`src/include/dpm_pkg.sv`:
```
// dpm_pkg: constants, register map and pin bundle for the dual-port ram host
// assumes a 100 MHz REF_CLK; all pin timing is rounded up to whole cycles
package dpm_pkg;

   localparam int CLK_NS      = 10;   // REF_CLK period
   // pin timing in ns; plain defaults, set to the grade of the fitted part
   localparam int ACCESS_NS   = 30;   // enable_access_time / output_access_time
   localparam int FLOW_NS     = 30;   // flow_through_delay
   localparam int FLAG_NS     = 20;   // flag_after_enable_delay
   localparam int WRPULSE_NS  = 20;   // write strobe width
   localparam int TURN_NS     = 20;   // token_turnaround_time
   localparam int SYNC_CYC    = 2;    // pin synchroniser depth

   // least time to cycles: round up, never below one
   function automatic int ceil_cyc(input int ns);
      int c;
      c = (ns + CLK_NS - 1) / CLK_NS;
      return (c < 1) ? 1 : c;
   endfunction

   localparam int READ_CYC    = ceil_cyc((ACCESS_NS > FLOW_NS) ? ACCESS_NS : FLOW_NS);
   localparam int ARB_CYC     = ceil_cyc(FLAG_NS);
   localparam int WRPULSE_CYC = ceil_cyc(WRPULSE_NS);
   localparam int TURN_CYC    = ceil_cyc(TURN_NS);

   // own register map, byte addresses on APB
   localparam logic [11:0] REG_CTRL   = 12'h000;
   localparam logic [11:0] REG_ADDR   = 12'h004;
   localparam logic [11:0] REG_WDATA  = 12'h008;
   localparam logic [11:0] REG_RDATA  = 12'h00c;
   localparam logic [11:0] REG_STATUS = 12'h010;

   // control fields
   localparam int CTRL_START  = 0;
   localparam int CTRL_OP_LSB = 1;
   localparam int CTRL_UB     = 3;
   localparam int CTRL_LB     = 4;
   // status fields
   localparam int ST_ACTIVE   = 0;
   localparam int ST_DONE     = 1;
   localparam int ST_CONT     = 2;
   localparam int ST_IRQ      = 3;
   localparam int ST_FLAG     = 4;

   typedef enum logic [1:0] {OP_MEM_RD, OP_MEM_WR, OP_SEM_RD, OP_SEM_WR} dpm_op_e;

   // active-low control pins of one port
   typedef struct packed {
      logic ce_n;
      logic rw_n;
      logic oe_n;
      logic ub_n;
      logic lb_n;
      logic sem_n;
   } dpm_pins_s;

   localparam dpm_pins_s PINS_IDLE = dpm_pins_s'(6'h3f);

endpackage

```
`src/design/dpm_sync.sv`:
```
// dpm_sync: two-flop synchroniser for pins that change off REF_CLK
// assumes idle-high inputs, so both stages reset to ones
`timescale 1ns/1ns
module dpm_sync #(
   parameter int W = 1
) (
   input  wire logic         clk,     // sampling clock
   input  wire logic         rst_n,   // synchronous reset, active low
   input  wire logic         ce,      // clock enable, freezes both stages
   input  wire logic [W-1:0] d,       // asynchronous inputs
   output logic      [W-1:0] q        // synchronised outputs
);
   logic [W-1:0] meta;

   // first stage feeds only the second stage
   always_ff @(posedge clk) begin
      if (!rst_n) begin
         meta <= '1;
         q    <= '1;
      end else if (ce) begin
         meta <= d;
         q    <= meta;
      end
   end
endmodule

```
`src/design/dpm_host.sv`:
```
// dpm_host: APB-programmed controller driving one port of an asynchronous
// dual-port ram with mailbox, contention flag and token latches
// assumes the port pins are registered here and sampled back through dpm_sync
`timescale 1ns/1ns

// Functional notes
// - a write ends on the rising edge of write_not_read while enable stays low
// - opposite-port data is valid only after the flow-through delay
// - reads assert chip enable and output enable, data taken after access time
// - token access uses token_select instead of chip enable, output enable for reads
// - writes start only after contention_flag has settled; token writes here go to the strobe without that wait
// - chip enable stays high during token access, never with a byte select low
// - after a token write, hold token_select high for the turnaround time
module dpm_host import dpm_pkg::*; #(
   parameter int AW = 13,
   parameter int DW = 16
) (
   input  wire logic          REF_CLK,              // 100 MHz clock
   input  wire logic          RST_N,                // synchronous reset, active low
   input  wire logic          CKE,                  // clock enable, low freezes state
   input  wire logic          PSEL,                 // apb select
   input  wire logic          PENABLE,              // apb access phase
   input  wire logic          PWRITE,               // apb direction
   input  wire logic [11:0]   PADDR,                // apb byte address
   input  wire logic [31:0]   PWDATA,               // apb write data
   output logic      [31:0]   PRDATA,               // apb read data
   output logic               PREADY,               // apb ready
   output logic               PSLVERR,              // apb error, unmapped address
   output logic      [AW-1:0] MEM_ADDR,             // port address
   output logic               CHIP_ENABLE_N,        // memory select
   output logic               WRITE_NOT_READ,       // high read, low write
   output logic               OUTPUT_ENABLE_N,      // read output enable
   output logic               UPPER_BYTE_SELECT_N,  // upper lane select
   output logic               LOWER_BYTE_SELECT_N,  // lower lane select
   output logic               TOKEN_SELECT_N,       // token latch select
   output logic      [DW-1:0] DQ_O,                 // data driven to the port
   output logic               DQ_OE,                // high while driving data
   input  wire logic [DW-1:0] DQ_I,                 // data seen on the port
   input  wire logic          MAILBOX_IRQ_N,        // port mailbox_irq
   input  wire logic          CONTENTION_FLAG_N     // port contention_flag
);
   typedef enum logic [2:0] {S_IDLE, S_SETUP, S_ENABLE, S_STROBE, S_RELEASE,
                             S_GAP} dpm_state_e;

   localparam int          HALF      = DW / 2;
   // one spare cycle each: a flag or data edge landing on a clock edge has no setup margin
   localparam logic [7:0]  ARB_LAST  = 8'(ARB_CYC + SYNC_CYC);
   localparam logic [7:0]  RD_LAST   = 8'(READ_CYC + SYNC_CYC);
   localparam logic [7:0]  WR_LAST   = 8'(WRPULSE_CYC - 1);
   localparam logic [7:0]  TURN_LAST = 8'(TURN_CYC - 1);

   if (DW < 9 || DW > 32 || AW < 3 || AW > 31 || READ_CYC + SYNC_CYC > 255) begin : g_bad
      $error("dpm_host: unsupported width or timing");
   end

   dpm_state_e    state;
   dpm_pins_s     p;
   dpm_op_e       op_r;
   logic [7:0]    cnt;
   logic [AW-1:0] addr_r;
   logic [DW-1:0] wdata_r;
   logic [DW-1:0] rdata_r;
   logic          ub_en;
   logic          lb_en;
   logic          done;
   logic          cont;
   logic [DW+1:0] sync_q;
   logic          busy_s;
   logic          irq_s;
   logic [DW-1:0] dq_s;
   logic          wr_acc;
   logic          start;
   logic          arb_end;
   logic          gap_end;
   logic [31:0]   status_w;

   function automatic logic op_is_sem(input dpm_op_e op);
      return (op == OP_SEM_RD) || (op == OP_SEM_WR);
   endfunction

   function automatic logic op_is_wr(input dpm_op_e op);
      return (op == OP_MEM_WR) || (op == OP_SEM_WR);
   endfunction

   // contention flag, mailbox irq and read data all come off the pins
   dpm_sync #(.W(DW + 2)) u_sync (
      .clk   (REF_CLK),
      .rst_n (RST_N),
      .ce    (CKE),
      .d     ({CONTENTION_FLAG_N, MAILBOX_IRQ_N, DQ_I}),
      .q     (sync_q)
   );
   assign busy_s = ~sync_q[DW+1];
   assign irq_s  = ~sync_q[DW];
   assign dq_s   = sync_q[DW-1:0];

   // pin outputs straight from the pin register, MEM_ADDR straight from addr_r
   assign CHIP_ENABLE_N       = p.ce_n;
   assign WRITE_NOT_READ      = p.rw_n;
   assign OUTPUT_ENABLE_N     = p.oe_n;
   assign UPPER_BYTE_SELECT_N = p.ub_n;
   assign LOWER_BYTE_SELECT_N = p.lb_n;
   assign TOKEN_SELECT_N      = p.sem_n;
   assign MEM_ADDR            = addr_r;

   // zero-wait apb slave; unmapped addresses answer with an error
   assign PREADY  = 1'b1;
   assign wr_acc  = PSEL && PENABLE && PWRITE;
   assign PSLVERR = PSEL && PENABLE && !(PADDR inside {REG_CTRL, REG_ADDR, REG_WDATA,
                                                      REG_RDATA, REG_STATUS});
   assign start   = wr_acc && (PADDR == REG_CTRL) && PWDATA[CTRL_START] && (state == S_IDLE);
   assign arb_end = (state == S_ENABLE) && !op_is_sem(op_r) && (cnt == ARB_LAST);
   assign gap_end = (state == S_GAP) && ((op_r != OP_SEM_WR) || (cnt == TURN_LAST));

   // status word, reserved bits read zero
   always_comb begin
      status_w            = '0;
      status_w[ST_ACTIVE] = (state != S_IDLE);
      status_w[ST_DONE]   = done;
      status_w[ST_CONT]   = cont;
      status_w[ST_IRQ]    = irq_s;
      status_w[ST_FLAG]   = busy_s;
   end

   // read data registered in the setup phase, valid through the access phase
   always_ff @(posedge REF_CLK) begin
      if (!RST_N) begin
         PRDATA <= '0;
      end else if (CKE && PSEL && !PENABLE) begin
         unique case (PADDR)
            REG_CTRL:   PRDATA <= 32'({lb_en, ub_en, op_r, 1'b0});
            REG_ADDR:   PRDATA <= 32'(addr_r);
            REG_WDATA:  PRDATA <= 32'(wdata_r);
            REG_RDATA:  PRDATA <= 32'(rdata_r);
            REG_STATUS: PRDATA <= status_w;
            default:    PRDATA <= '0;
         endcase
      end
   end

   // command registers; ignored while a pin cycle runs so pins stay stable
   always_ff @(posedge REF_CLK) begin
      if (!RST_N) begin
         op_r    <= OP_MEM_RD;
         ub_en   <= 1'b1;
         lb_en   <= 1'b1;
         addr_r  <= '0;
         wdata_r <= '0;
      end else if (CKE && wr_acc && state == S_IDLE) begin
         if (PADDR == REG_CTRL) begin
            op_r  <= dpm_op_e'(PWDATA[CTRL_OP_LSB +: 2]);
            ub_en <= PWDATA[CTRL_UB];
            lb_en <= PWDATA[CTRL_LB];
         end
         if (PADDR == REG_ADDR)
            addr_r <= PWDATA[AW-1:0];
         if (PADDR == REG_WDATA)
            wdata_r <= PWDATA[DW-1:0];
      end
   end

   // pin sequencer: setup, enable/arbitrate, strobe, release, turnaround
   always_ff @(posedge REF_CLK) begin
      if (!RST_N) begin
         state   <= S_IDLE;
         cnt     <= '0;
         p       <= PINS_IDLE;
         DQ_O    <= '0;
         DQ_OE   <= 1'b0;
         rdata_r <= '0;
      end else if (CKE) begin
         unique case (state)
            S_IDLE: begin
               if (start)
                  state <= S_SETUP;
            end
            S_SETUP: begin
               state <= S_ENABLE;
               cnt   <= '0;
               DQ_O  <= wdata_r;
               DQ_OE <= op_is_wr(op_r);
               if (op_is_sem(op_r)) begin
                  p.sem_n <= 1'b0;
               end else begin
                  p.ce_n <= 1'b0;
                  p.ub_n <= !ub_en;
                  p.lb_n <= !lb_en;
               end
            end
            S_ENABLE: begin
               cnt <= cnt + 8'd1;
               // memory cycles wait for the flag to settle and pass the synchroniser
               if (op_is_sem(op_r) || cnt == ARB_LAST) begin
                  cnt <= '0;
                  if (arb_end && busy_s && op_is_wr(op_r)) begin
                     state <= S_RELEASE;
                  end else begin
                     state <= S_STROBE;
                     if (op_is_wr(op_r))
                        p.rw_n <= 1'b0;
                     else
                        p.oe_n <= 1'b0;
                  end
               end
            end
            S_STROBE: begin
               cnt <= cnt + 8'd1;
               if (op_is_wr(op_r) && cnt == WR_LAST) begin
                  p.rw_n <= 1'b1;
                  state  <= S_RELEASE;
               end else if (!op_is_wr(op_r) && cnt == RD_LAST) begin
                  // unselected lanes float, so they are masked to zero
                  rdata_r <= op_is_sem(op_r) ? dq_s :
                             dq_s & {{(DW - HALF){ub_en}}, {HALF{lb_en}}};
                  p.oe_n  <= 1'b1;
                  state   <= S_RELEASE;
               end
            end
            S_RELEASE: begin
               // data held one cycle past the write strobe for hold time
               p     <= PINS_IDLE;
               DQ_OE <= 1'b0;
               cnt   <= '0;
               state <= S_GAP;
            end
            S_GAP: begin
               cnt <= cnt + 8'd1;
               if (gap_end)
                  state <= S_IDLE;
            end
         endcase
      end
   end

   // done flag: hardware set wins over a software clear in the same cycle
   always_ff @(posedge REF_CLK) begin
      if (!RST_N)
         done <= 1'b0;
      else if (CKE && gap_end)
         done <= 1'b1;
      else if (CKE && wr_acc && PADDR == REG_STATUS && PWDATA[ST_DONE])
         done <= 1'b0;
   end

   // contention seen at the end of arbitration, sticky until cleared
   always_ff @(posedge REF_CLK) begin
      if (!RST_N)
         cont <= 1'b0;
      else if (CKE && arb_end && busy_s)
         cont <= 1'b1;
      else if (CKE && wr_acc && PADDR == REG_STATUS && PWDATA[ST_CONT])
         cont <= 1'b0;
   end

   // helper run counters for the checks below
   logic [7:0] oe_run;
   logic [7:0] ce_run;
   logic       sem_wr;
   always_ff @(posedge REF_CLK) begin
      if (!RST_N) begin
         oe_run <= '0;
         ce_run <= '0;
         sem_wr <= 1'b0;
      end else if (CKE) begin
         oe_run <= p.oe_n ? 8'd0 : ((oe_run == 8'hff) ? oe_run : oe_run + 8'd1);
         ce_run <= p.ce_n ? 8'd0 : ((ce_run == 8'hff) ? ce_run : ce_run + 8'd1);
         // kept from the write strobe until the next token access opens
         if (!p.sem_n && !p.rw_n)
            sem_wr <= 1'b1;
         else if (!p.sem_n && state == S_ENABLE)
            sem_wr <= 1'b0;
      end
   end

   a_ce_sem_excl: assert property (@(posedge REF_CLK) disable iff (!RST_N)
      !(!p.ce_n && !p.sem_n)) else $error("chip enable and token select both low");

   a_sem_lanes_shut: assert property (@(posedge REF_CLK) disable iff (!RST_N)
      !p.sem_n |-> (p.ub_n && p.lb_n)) else $error("byte lane open during token access");

   a_write_end_rw: assert property (@(posedge REF_CLK) disable iff (!RST_N)
      $rose(p.rw_n) |-> (!p.ce_n || !p.sem_n)) else $error("write not ended by write line");

   a_read_enables: assert property (@(posedge REF_CLK) disable iff (!RST_N)
      !p.oe_n |-> (p.rw_n && (p.ce_n != p.sem_n))) else $error("read without one select");

   a_read_wait: assert property (@(posedge REF_CLK) disable iff (!RST_N)
      $rose(p.oe_n) |-> (oe_run > RD_LAST)) else $error("output enable released too early");

   a_write_settled: assert property (@(posedge REF_CLK) disable iff (!RST_N)
      ($fell(p.rw_n) && !p.ce_n) |-> (!$past(busy_s) && ce_run > ARB_LAST))
      else $error("write started before flag settled");

   a_token_gap: assert property (@(posedge REF_CLK) disable iff (!RST_N)
      ($rose(p.sem_n) && sem_wr) |-> p.sem_n [*2]) else $error("token turnaround too short");

   a_no_drive_read: assert property (@(posedge REF_CLK) disable iff (!RST_N)
      DQ_OE |-> (p.oe_n && !p.rw_n || p.oe_n && state != S_STROBE))
      else $error("data driven while port reads");

   a_lane_gate: assert property (@(posedge REF_CLK) disable iff (!RST_N)
      !p.ce_n |-> ({p.ub_n, p.lb_n} == ~{ub_en, lb_en})) else $error("wrong byte lanes");

   a_read_capture: assert property (@(posedge REF_CLK) disable iff (!RST_N)
      (CKE && state == S_STROBE && op_r == OP_SEM_RD && cnt == RD_LAST) |=> rdata_r == $past(dq_s))
      else $error("token read value not latched");
endmodule

```
`config.mk`:
```
export PLATFORM = sky130hd
export DESIGN_NAME = dpm_host
export DESIGN_NICKNAME = d
export VERILOG_FILES = /design/src/include/dpm_pkg.sv /design/src/design/dpm_sync.sv /design/src/design/dpm_host.sv
export SDC_FILE = /design/constraint.sdc
export NUM_CORES = 1
export LEC_CHECK = 0
export BUFFER_PORTS_ARGS = -buffer_cell sky130_fd_sc_hd__buf_2
export CORE_MARGIN = 10
export CORE_UTILIZATION = 25
export DETAILED_ROUTE_END_ITERATION = 6
export PLACE_DENSITY = 0.46
export SLEW_MARGIN = 20
export SYNTH_ARGS = -nofsm -noshare
export SYNTH_HDL_FRONTEND = slang
export SYNTH_HIERARCHICAL = 1
export SYNTH_SLANG_ARGS = --single-unit
```
`constraint.sdc`:
```
create_clock -name REF_CLK -period 3.1 [get_ports REF_CLK]
set_input_delay 0.155 -clock REF_CLK [delete_from_list [all_inputs] [get_ports REF_CLK]]
set_output_delay 0.155 -clock REF_CLK [all_outputs]
set_load 0.005 [all_outputs]
```
# Word-level counts from Yosys, hierarchy flattened
# Index checks and enable logic that the tools add are counted.
dict set report word_totals {
  out_inout_bits 70
  elab_cells 139
  reg_bits 153
  input_bits 68
}
dict set report classes {
  n_reduce_logical 56
  add_sub_neg 1
  n_mux 29
  bitwise 4
  n_eq_ne 28
}
# op count
set ops {}
lappend ops {{$pmux W16 S5} 1}
lappend ops {{$eq A12 B4 Y1 const B} 2}
lappend ops {{$ne A2 B2 Y1 const B} 12}
lappend ops {{$pmux W8 S3} 1}
lappend ops {{$logic_and A1 B1 Y1} 23}
lappend ops {{$mux W3} 6}
lappend ops {{$pmux W3 S6} 1}
lappend ops {{$and A16 B16 Y16} 1}
lappend ops {{$eq A8 B3 Y1 const B} 2}
lappend ops {{$mux W16} 1}
lappend ops {{$eq A12 B3 Y1 const B} 1}
lappend ops {{$eq A12 B5 Y1 const B} 1}
lappend ops {{$logic_not A12 Y1} 1}
lappend ops {{$reduce_and A2 Y1} 6}
lappend ops {{$mux W1} 11}
lappend ops {{$reduce_bool A3 Y1} 3}
lappend ops {{$add A8 B1 Y8 const B} 1}
lappend ops {{$eq A8 B1 Y1 const B} 1}
lappend ops {{$mux W8} 1}
lappend ops {{$reduce_and A7 Y1} 1}
lappend ops {{$eq A3 B2 Y1 const B} 2}
lappend ops {{$eq A3 B3 Y1 const B} 2}
lappend ops {{$logic_not A1 Y1} 6}
lappend ops {{$mux W2} 3}
lappend ops {{17 further kinds} 28}

# Depth between registers and ports, before layout
# Gate-level depths: netlist of the first run.
dict set report depth {
  depth_word 10
  depth_mapped 8
}

# By module
# Netlist of the first run, hierarchy kept.
# module area_each_um2 cells_each seq_area_each_um2 n_inst
set modules_own_cells {}
lappend modules_own_cells {dpm_host 4877.2 572 2021.9 1}
lappend modules_own_cells {dpm_sync 1291.2 116 720.7 1}

# Worst setup path after synthesis of the first run
# OpenSTA, ideal clock, no wires.
dict set report synth_timing {
  path_type {register to register}
  startpoint {register state[0]}
  endpoint {register addr_r[6] (netlist: MEM_ADDR[6])}
  path_buffers 3
  path_stages_with_launch 9
  setup_ps 115
  arrival_time_ps 1604
  slack_ps 1381
  path_cell_list {dfxtp_1 -> buf_6 -> nor3_4 -> nand2_1 -> or4b_1 -> buf_6 -> buf_12 -> nand3_2 -> o21ai_2}
}
dict set report synth_between {
  elab_chain_len 3
}
# item line_no
set synth_lines {}
lappend synth_lines {{start, declared} dpm_host.sv:56} ;# dpm_state_e state;
lappend synth_lines {{start signal, assigned} dpm_host.sv:165} ;# state <= S_IDLE;
lappend synth_lines {{start signal, assigned} dpm_host.sv:175} ;# state <= S_SETUP;
lappend synth_lines {{start signal, assigned} dpm_host.sv:178} ;# state <= S_ENABLE;
lappend synth_lines {{$logic_not A3 Y1} dpm_host.sv:149} ;# end else if (CKE && wr_acc && state == S_IDLE) begin
lappend synth_lines {{$logic_and A1 B1 Y1} dpm_host.sv:149}
lappend synth_lines {{$reduce_and A2 Y1 (no source line)} n/a}
lappend synth_lines {{end signal, assigned} dpm_host.sv:156} ;# addr_r <= PWDATA[AW-1:0];
lappend synth_lines {{end, declared} dpm_host.sv:60} ;# logic [AW-1:0] addr_r;
# No other way between the ends.
# A chain may end at the register's enable or synchronous reset.

# Worst setup path after layout of the first run
dict set report layout_timing {
  startpoint {register state[2]}
  endpoint {register addr_r[5] (netlist: MEM_ADDR[5])}
}
# Same word-level chain as after synthesis.

==> results.txt, run 1 <==
TritonCTS built the clock tree. The number of nets in the final layout was 864; the shortest period the worst path allows was 2.27 ns. The worst hold path passes through 3 cells.

In the synthesized netlist the dominant register cell turns out to be dfxtp_1. For this run, the detailed router's first-pass iteration total came to 5. The clock tree skew after final layout was 0.00852 ns; the arrival time at the worst endpoint was 2.59 ns. The post-route worst hold slack came out at 0.0181 ns. The min-delay analysis places its worst path in the category in2reg.

The flow ran to the end, and the final reports show no timing, DRC or antenna violations. The tools report the root buffer selected by CTS as clkbuf_16. The highest net fanout along the worst path came out at 21. For the final antenna diode count, the log shows 0. The placeable core area is 0.0243 mm², and the cell area reported after detailed placement is 0.00678 mm². Dividing the final minimum period by the clock period gives 73.2%. The logs give 0 for the count of buffers added by post-CTS timing repair for setup and 0 for the count of pins over their slew limit.

The synthesized-area fraction occupied by ao, oa, aoi and oai cells is 12.0%. The number of flops mapped to enable cells by yosys was 0; the count of cells resized by post-cts repair was 0. The signal on the critical path passes through nor3_4, nand2_1, or4b_1, buf_4, nand3_1, o21ai_1.

The critical path is of the reg2reg type. No sink is reached through more buffers than the 2 on the longest clock path. The post-route total power is 0.00436 W, and the final-layout fill cell count is 2596.

The hold violation count in the final report was 0; the cell count of the worst reg-to-reg path was 6. Cell with the largest stage delay on the worst path: or4b_1. Number of cell rows: 57. For the pin with the worst max-slew slack, the measured transition is 0.784 ns.

The tool flagged a number of max-cap violations equal to 0. The tightest slew margin relative to the limit was 47.6%; the final routed DRC violation total was 0. The tools report the source of the worst hold timing path as PWDATA[7]. The run gives 4837 as the number of global-route vias before repair. The endpoint identified for the worst register-to-register timing path is MEM_ADDR[5]$_SDFFE_PN0P_. The logs give 0.83 ns for the minimum setup slack among reg-to-reg paths and 0.00301 mm² for the area of combinational cells with multiple inputs. The nature of the critical path startpoint is a flop. Sum of negative setup slack: 0 ns. Static timing analysis puts the maximum clock frequency at 440 MHz. Using the TritonRoute via totals, the vias-per-cell ratio works out to 4.44.

The post-detailed-placement half-perimeter wirelength was 13200 µm. Entering global routing, the biggest net connects 49 pins. By area, the combinational part of the netlist is dominated by simple AND/OR/NAND/NOR gates. The analysis attributes to cell leakage a power of 3.04 nW.

Clock slew at the register clock pins of the worst setup and hold paths: 0.06 ns. The leading cell type in the layout, fill and taps excluded is nand2_1. Routed wire length per instance: 15.8 µm. Sink of the worst hold path: MEM_ADDR[7]$_SDFFE_PN0P_.

Clock tree synthesis found a total of 137 sinks. The finished cells cover 0.00765 mm². In the final layout, the share of cells above drive strength 1 is 24.5%.

The cell class contributing the biggest share of worst-path delay was simple AND/OR/NAND/NOR gates. Setup violations remaining at the end of the flow were counted as 0. The worst register-to-register path begins at state[2]$_SDFFE_PN0P_. Power spread over the standard cell area amounts to 570 mW/mm². For this run, the number of Yosys warnings is 6.

For this run, the register share of the synthesized area comes to 44.5%. Summing the areas of all fa, ha and maj instances in the mapped netlist gives 0.609% of the synthesized area. Summing the areas of all xor and xnor instances in the mapped netlist gives 1.14% of the synthesized area. IR analysis of the VDD net gives a maximum drop of 323 µV.

The via count was 5016; the clock insertion delay at the later pin of the skew report was 0.43 ns. The logs give 17 for the clock buffer count from CTS and 25.4% for the effective utilization at floorplan. The run gives 24 as the number of hold buffers added after CTS. The synthesized design contains 137 register bits. In the synthesized netlist, mux cells make up 11.2% of the area. Summing the areas of all and, or, nand and nor instances in the mapped netlist gives 22.8% of the synthesized area.

Leaving out fill and tap cells, the most frequent cells in the layout are 141 x nand2_1, 137 x dfxtp_1, 103 x buf_2. At the worst endpoint, the required time is 3.42 ns. 138 I/O pins were placed. Setup repair after global routing left no endpoint under its margin. Area of the mapped netlist: 0.00617 mm². The horizontal die dimension was 177 µm. The detail route stage leaves a number of antenna-violating nets equal to 0.

The proportion of register bits with asynchronous set or reset after synthesis was 0%; the number of distinct standard cells referenced by the synthesized netlist was 62. The first-iteration detailed-routing DRC count is 373, and the average size of a mapped cell is 8.97 µm². Summed over all layers, the global routing overflow is 0. The tools report the synthesized instance count as 688. The worst setup path is captured at a flop. From bottom edge to top edge, the die measures 177 µm.

Critical path's largest stage delay: 0.70 ns. Routability-driven placement finished with a final weighted congestion of 0.773. The footprint of the flip-flops and latches was 0.00274 mm². Compared with the post-synthesis result, the final layout area differs by 24.1%.

The first global-routing pass estimated 28100 µm of wire. The tools report the total track usage as 11.4%. The logs give 4 for the total number of H-tree levels and 17800 µm for the wire length after detailed routing.

The number of antenna violations at the first check in global routing came out at 0. The full die area was 0.0314 mm². The number of port buffers is 104, and the worst path buffer plus inverter count is 1.
[worst min-delay path, cell delays in order]
cell,delay (ns)
buf_2,0.08
nand2_1,0.07
o21ai_2,0.10
[cells in the mapped netlist (all sizes together) (2+ instances only)]
cell / n / area (µm²)
and2: 2 / 12.5
inv: 7 / 26.3
a221oi: 2 / 17.5
nor3: 8 / 56.3
xor2: 7 / 61.3
a2bb2oi: 3 / 26.3
nand3: 50 / 335
or2: 4 / 25.0
nor2: 34 / 130
nor3b: 3 / 27.5
nor2b: 7 / 43.8
nand4: 9 / 56.3
or4: 2 / 15.0
dfxtp: 137 / 2740
a211oi: 2 / 15.0
ha: 3 / 37.5
clkbuf: 17 / 63.8
nor4: 2 / 42.5
buf: 49 / 379
conb: 2 / 7.51
and3: 5 / 32.5
mux2i: 59 / 591
and4: 2 / 17.5
a311oi: 3 / 26.3
o21ai: 52 / 324
mux4: 4 / 90.1
a31oi: 4 / 25.0
a21o: 2 / 15.0
nor4b: 2 / 23.8
nand2b: 3 / 18.8
a21oi: 47 / 235
nand2: 141 / 529
[cells by family after synthesis]
kind of cell / count (synthesis)
buffers and inverters: 74
AO/OA/AOI/OAI: 122
XOR/XNOR: 8
adder cells (fa/ha/maj): 3
flip-flops: 137
other: 2
multiplexers: 64
AND/OR/NAND/NOR: 278
[per-layer routing]
| layer | vias to the layer above | wire (µm) | global-route usage [%] |
|---|---|---|---|
| li1 | 2558 | - | - |
| met1 | 2313 | 9060 | 16.3 |
| met2 | 126 | 7480 | 15.9 |
| met3 | 19 | 1010 | 2.77 |
| met4 | 0 | 289 | 4.41 |
| met5 | - | 0 | 0 |
[how the worst max path moves through the flow]
stage	endpoint	startpoint	depth (start not counted)	slack, ns
after floorplan	MEM_ADDR[6]$_SDFFE_PN0P_	state[0]$_SDFFE_PN0P_	8	1.38
final	MEM_ADDR[5]$_SDFFE_PN0P_	state[2]$_SDFFE_PN0P_	6	0.83
after global placement	MEM_ADDR[5]$_SDFFE_PN0P_	state[2]$_SDFFE_PN0P_	6	0.80
after CTS	MEM_ADDR[5]$_SDFFE_PN0P_	state[0]$_SDFFE_PN0P_	6	0.81
after global routing	rdata_r[10]$_SDFFE_PN0P_	state[1]$_SDFFE_PN0P_	5	0.57
after detailed placement	MEM_ADDR[5]$_SDFFE_PN0P_	state[2]$_SDFFE_PN0P_	6	0.82
[power breakdown]
part	total, W	switching (W)	leakage, nW	internal (W)
registers	0.00184	0.0000415	1.11	0.00180
clock network	0.00221	0.000843	0.305	0.00137
logic	0.000319	0.000184	1.62	0.000136
total	0.00436	0.00107	3.04	0.00330
[area by class of cell]
class / count / area share (%)
clock inverter: 14 / 2.75
tap: 324 / 5.30
timing repair buffer: 137 / 10.9
multi-input combinational: 492 / 39.3
inverter: 8 / 0.392
clock buffer: 17 / 5.56
sequential: 137 / 35.8
[metrics by stage]
stage	setup WS (ns)	cells	utilization [%]
after detailed placement	0.820	1074	27.9
after CTS	0.810	1129	31.5
final	0.829	1129	31.5
after global routing	0.565	1129	31.5
after floorplan	1.38	703	-
after global placement	0.804	1074	27.9
[flip-flops by register name, indices dropped and copies added, names as in the netlist, 2 cells and up]
signal	cells
MEM_ADDR	13
op_r	2
cnt	8
u_sync/q	18
PRDATA	16
u_sync/meta	18
rdata_r	16
DQ_O	16
state	3
wdata_r	16
Power figures use the tool's default switching activity.
==> run 2: changes to the inputs <==
--- a/config.mk
+++ b/config.mk
@@ -9,7 +9,7 @@
 export CORE_MARGIN = 10
 export CORE_UTILIZATION = 25
 export DETAILED_ROUTE_END_ITERATION = 6
-export PLACE_DENSITY = 0.46
+export PLACE_DENSITY = 0.48
 export SLEW_MARGIN = 20
 export SYNTH_ARGS = -nofsm -noshare
 export SYNTH_HDL_FRONTEND = slang
==> constraint.sdc (replaced) <==
create_clock -name REF_CLK -period 1.8 [get_ports REF_CLK]
set_input_delay 0.09 -clock REF_CLK [delete_from_list [all_inputs] [get_ports REF_CLK]]
set_output_delay 0.09 -clock REF_CLK [all_outputs]
set_load 0.005 [all_outputs]
==> results.txt, run 2 (synthesis results as in run 1) <==
Once the floorplan was initialized, standard cells occupied 25.4% of the core. The final instance area is 0.00808 mm². The routed wire length per instance is 15.5 µm, and the sum of negative setup slack is 0 ns. Max-cap violations in this run came to 0.

The worst path in the final design needs a cycle of 1.70 ns, including I/O delays and setup. The tools report the achievable frequency as 589 MHz. The number of global-route vias before repair is 5132, and the critical path's largest stage delay is 0.52 ns.

The required time at the endpoint of the critical path was 2.11 ns. The largest registers in the layout are u_sync/meta x18, u_sync/q x18. Source of the worst hold timing path: PENABLE. Total overflow reported by the global router: 0.

Detailed routing inserted a total of 5137 vias. The tools report the number of antenna violations at the first check in global routing as 0. Nature of the critical path startpoint: a flop.

The cell with the largest stage delay on the worst path was or4b_4. The number of stages on the worst hold path works out to 4. The cell count of the worst reg-to-reg path is 7.

In the final layout, the multi-input gates occupy 0.00305 mm². The signal on the critical path passes through buf_4, nor3_4, nand2_2, or4b_4, buf_12, nand3_1, o21ai_1. The horizontal die dimension came out at 177 µm.

The maximum number of buffers from clock root to sink was 2; the via-per-instance ratio was 4.36. For the count of pins over their slew limit, the log shows 0. The setup check on the worst reg-to-reg path leaves a slack of 0.10 ns. Row generation in the floorplan step produced 57 rows. TritonCTS built the clock tree.

The worst hold path belongs to the class in2reg. The library cells used most frequently in the layout, excluding fill and tap cells, are 140 x nand2_1, 135 x dfxtp_1, 103 x buf_2. During placement, the flow inserted port buffers numbering 104. Leaving out fill and tap cells, the most frequent cell in the layout is nand2_1. For this design, the sink count on the clock tree is 137. In this run, the number of DRC markers left after iteration 0 of detailed routing was 334. The path with the worst hold slack has its endpoint at PRDATA[3]$_SDFFE_PN0P_. The weighted congestion at the end of routability-driven global placement is 0.803. After layout, the worst path uses 94.4% of the clock period. Across the VDD grid, the largest voltage drop is 393 µV.

The detail route stage leaves a number of antenna-violating nets equal to 0. The total leakage power came out at 3.27 nW. Cells with a size suffix above 1 make up 28.1% of the layout.

Clock tree synthesis inserted a total of 17 buffers. The tools report the startpoint of the worst register-to-register path as state[1]$_SDFFE_PN0P_. The filler cells instantiated in the layout total 2572. The post-synthesis to final-layout area growth is 31.0%, and the total number of H-tree levels is 4. The final antenna diode count was 0; the total track usage was 11.6%. The floorplan step defined a die boundary enclosing 0.0314 mm². The tightest slew margin relative to the limit came out at 50.2%.

The final layout contains routed wiring with a total length of 18300 µm. The first detailed-routing pass took 4 iterations. For this run, design rule violations remaining after detail routing come to 0.

In this run the critical register-to-register path is captured at MEM_ADDR[5]$_SDFFE_PN0P_. For the post-route total power, the log shows 0.00704 W. The placeable core area is 0.0243 mm². The critical path is of the reg2reg type.

Of all nets on the critical path, the largest fanout is 16. The flow ran to the end, and the final reports show no timing, DRC or antenna violations. The pin slew with the least headroom to its limit came out at 0.744 ns. The cell area reported after detailed placement came out at 0.00712 mm².

The die is 177 µm tall. The final layout contains 911 nets. The worst setup path is captured at a flop. After legalization and detailed placement, the total HPWL measured 13500 µm. Summing all flip-flop and latch instances after layout gives 0.00275 mm². The boundary pin count is 138, and the cell area power density is 871 mW/mm².

The arrival time at the worst endpoint is 2.01 ns, and the hold violation count in the final report is 0. Root buffer selected by CTS: clkbuf_16. The first global-routing pass estimated 29000 µm of wire. Clock-pin slew was measured on the worst setup and hold paths at 0.06 ns. On the final layout, the worst clock skew is 0.00796 ns.

The run gives 93 as the pin count of the biggest net entering global routing. Setup repair after global routing could not meet its margin everywhere. Setup violations remaining at the end of the flow were counted as 0. The run gives 0.42 ns as the clock insertion delay at the later pin of the skew report.
[run 2: cell count changes in the layout (fill, tap and decap cells not counted), moves of 2 or more]
cell / change
buf_4: +28
dfxtp_2: +2
clkinv_4: +2
inv_6: -2
dfxtp_1: -2
dlygate4sd3_1: +11
buf_12: +6
clkinv_2: +3
bufinv_16: -4
clkbuf_1: +2
[run 2: critical path, delay by kind of cell (launching register included)]
| kind | cells | cell delay, ns |
|---|---|---|
| AO/OA/AOI/OAI | 1 | 0.06 |
| buffers and inverters | 2 | 0.32 |
| flip-flops | 1 | 0.34 |
| AND/OR/NAND/NOR | 4 | 0.87 |
[run 2: routing by layer]
layer	vias up	wire, µm	global-route usage [%]
met5	-	0	0
met4	0	300	4.20
met3	15	1000	3.05
met2	123	7680	16.7
met1	2355	9320	16.1
li1	2644	-	-
[run 2: repair_timing]
item	in CTS	in global routing
hold buffers	35	0
setup endpoints to repair	1	47
gates cloned	0	1
setup buffers	0	0
gates resized for setup	1	10
pin swaps	0	2
endpoints found under the hold margin	52	0
[run 2: report_power, final]
| part | switching [W] | internal (W) | total [W] |
|---|---|---|---|
| Combinational | 0.000368 | 0.000314 | 0.000682 |
| Sequential | 0.0000424 | 0.00309 | 0.00314 |
| Clock | 0.00140 | 0.00182 | 0.00322 |
[run 2: metrics by stage]
stage	std cells	util [%]	worst slack [ns]	hold slack, ns
finish	1177	33.2	0.101	0.141
global route	1177	33.2	-0.00191	0.167
CTS	1176	32.9	0.00712	0.117
detailed placement	1109	29.3	0.000986	0.310
global placement	1109	29.3	-0.0686	0.305
floorplan	703	-	0.0808	0.218
[run 2: worst max-delay path by stage]
stage                          startpoint                        to  depth (start not counted)
finish              state[1]$_SDFFE_PN0P_  MEM_ADDR[5]$_SDFFE_PN0P_                          7
global route        state[1]$_SDFFE_PN0P_  MEM_ADDR[2]$_SDFFE_PN0P_                          7
CTS                 state[1]$_SDFFE_PN0P_  MEM_ADDR[2]$_SDFFE_PN0P_                          7
detailed placement  state[2]$_SDFFE_PN0P_     state[1]$_SDFFE_PN0P_                          7
global placement    state[2]$_SDFFE_PN0P_     state[1]$_SDFFE_PN0P_                          7
floorplan           state[0]$_SDFFE_PN0P_  MEM_ADDR[6]$_SDFFE_PN0P_                          8
[run 2: cell type report]
cell class	instances	share of cell area (%)
multi-input cells	492	37.7
flip-flops and latches	137	34.0
inverters	8	0.372
clock buffers	20	5.53
repair buffers	184	16.2
clock inverters	12	1.16
well taps	324	5.02
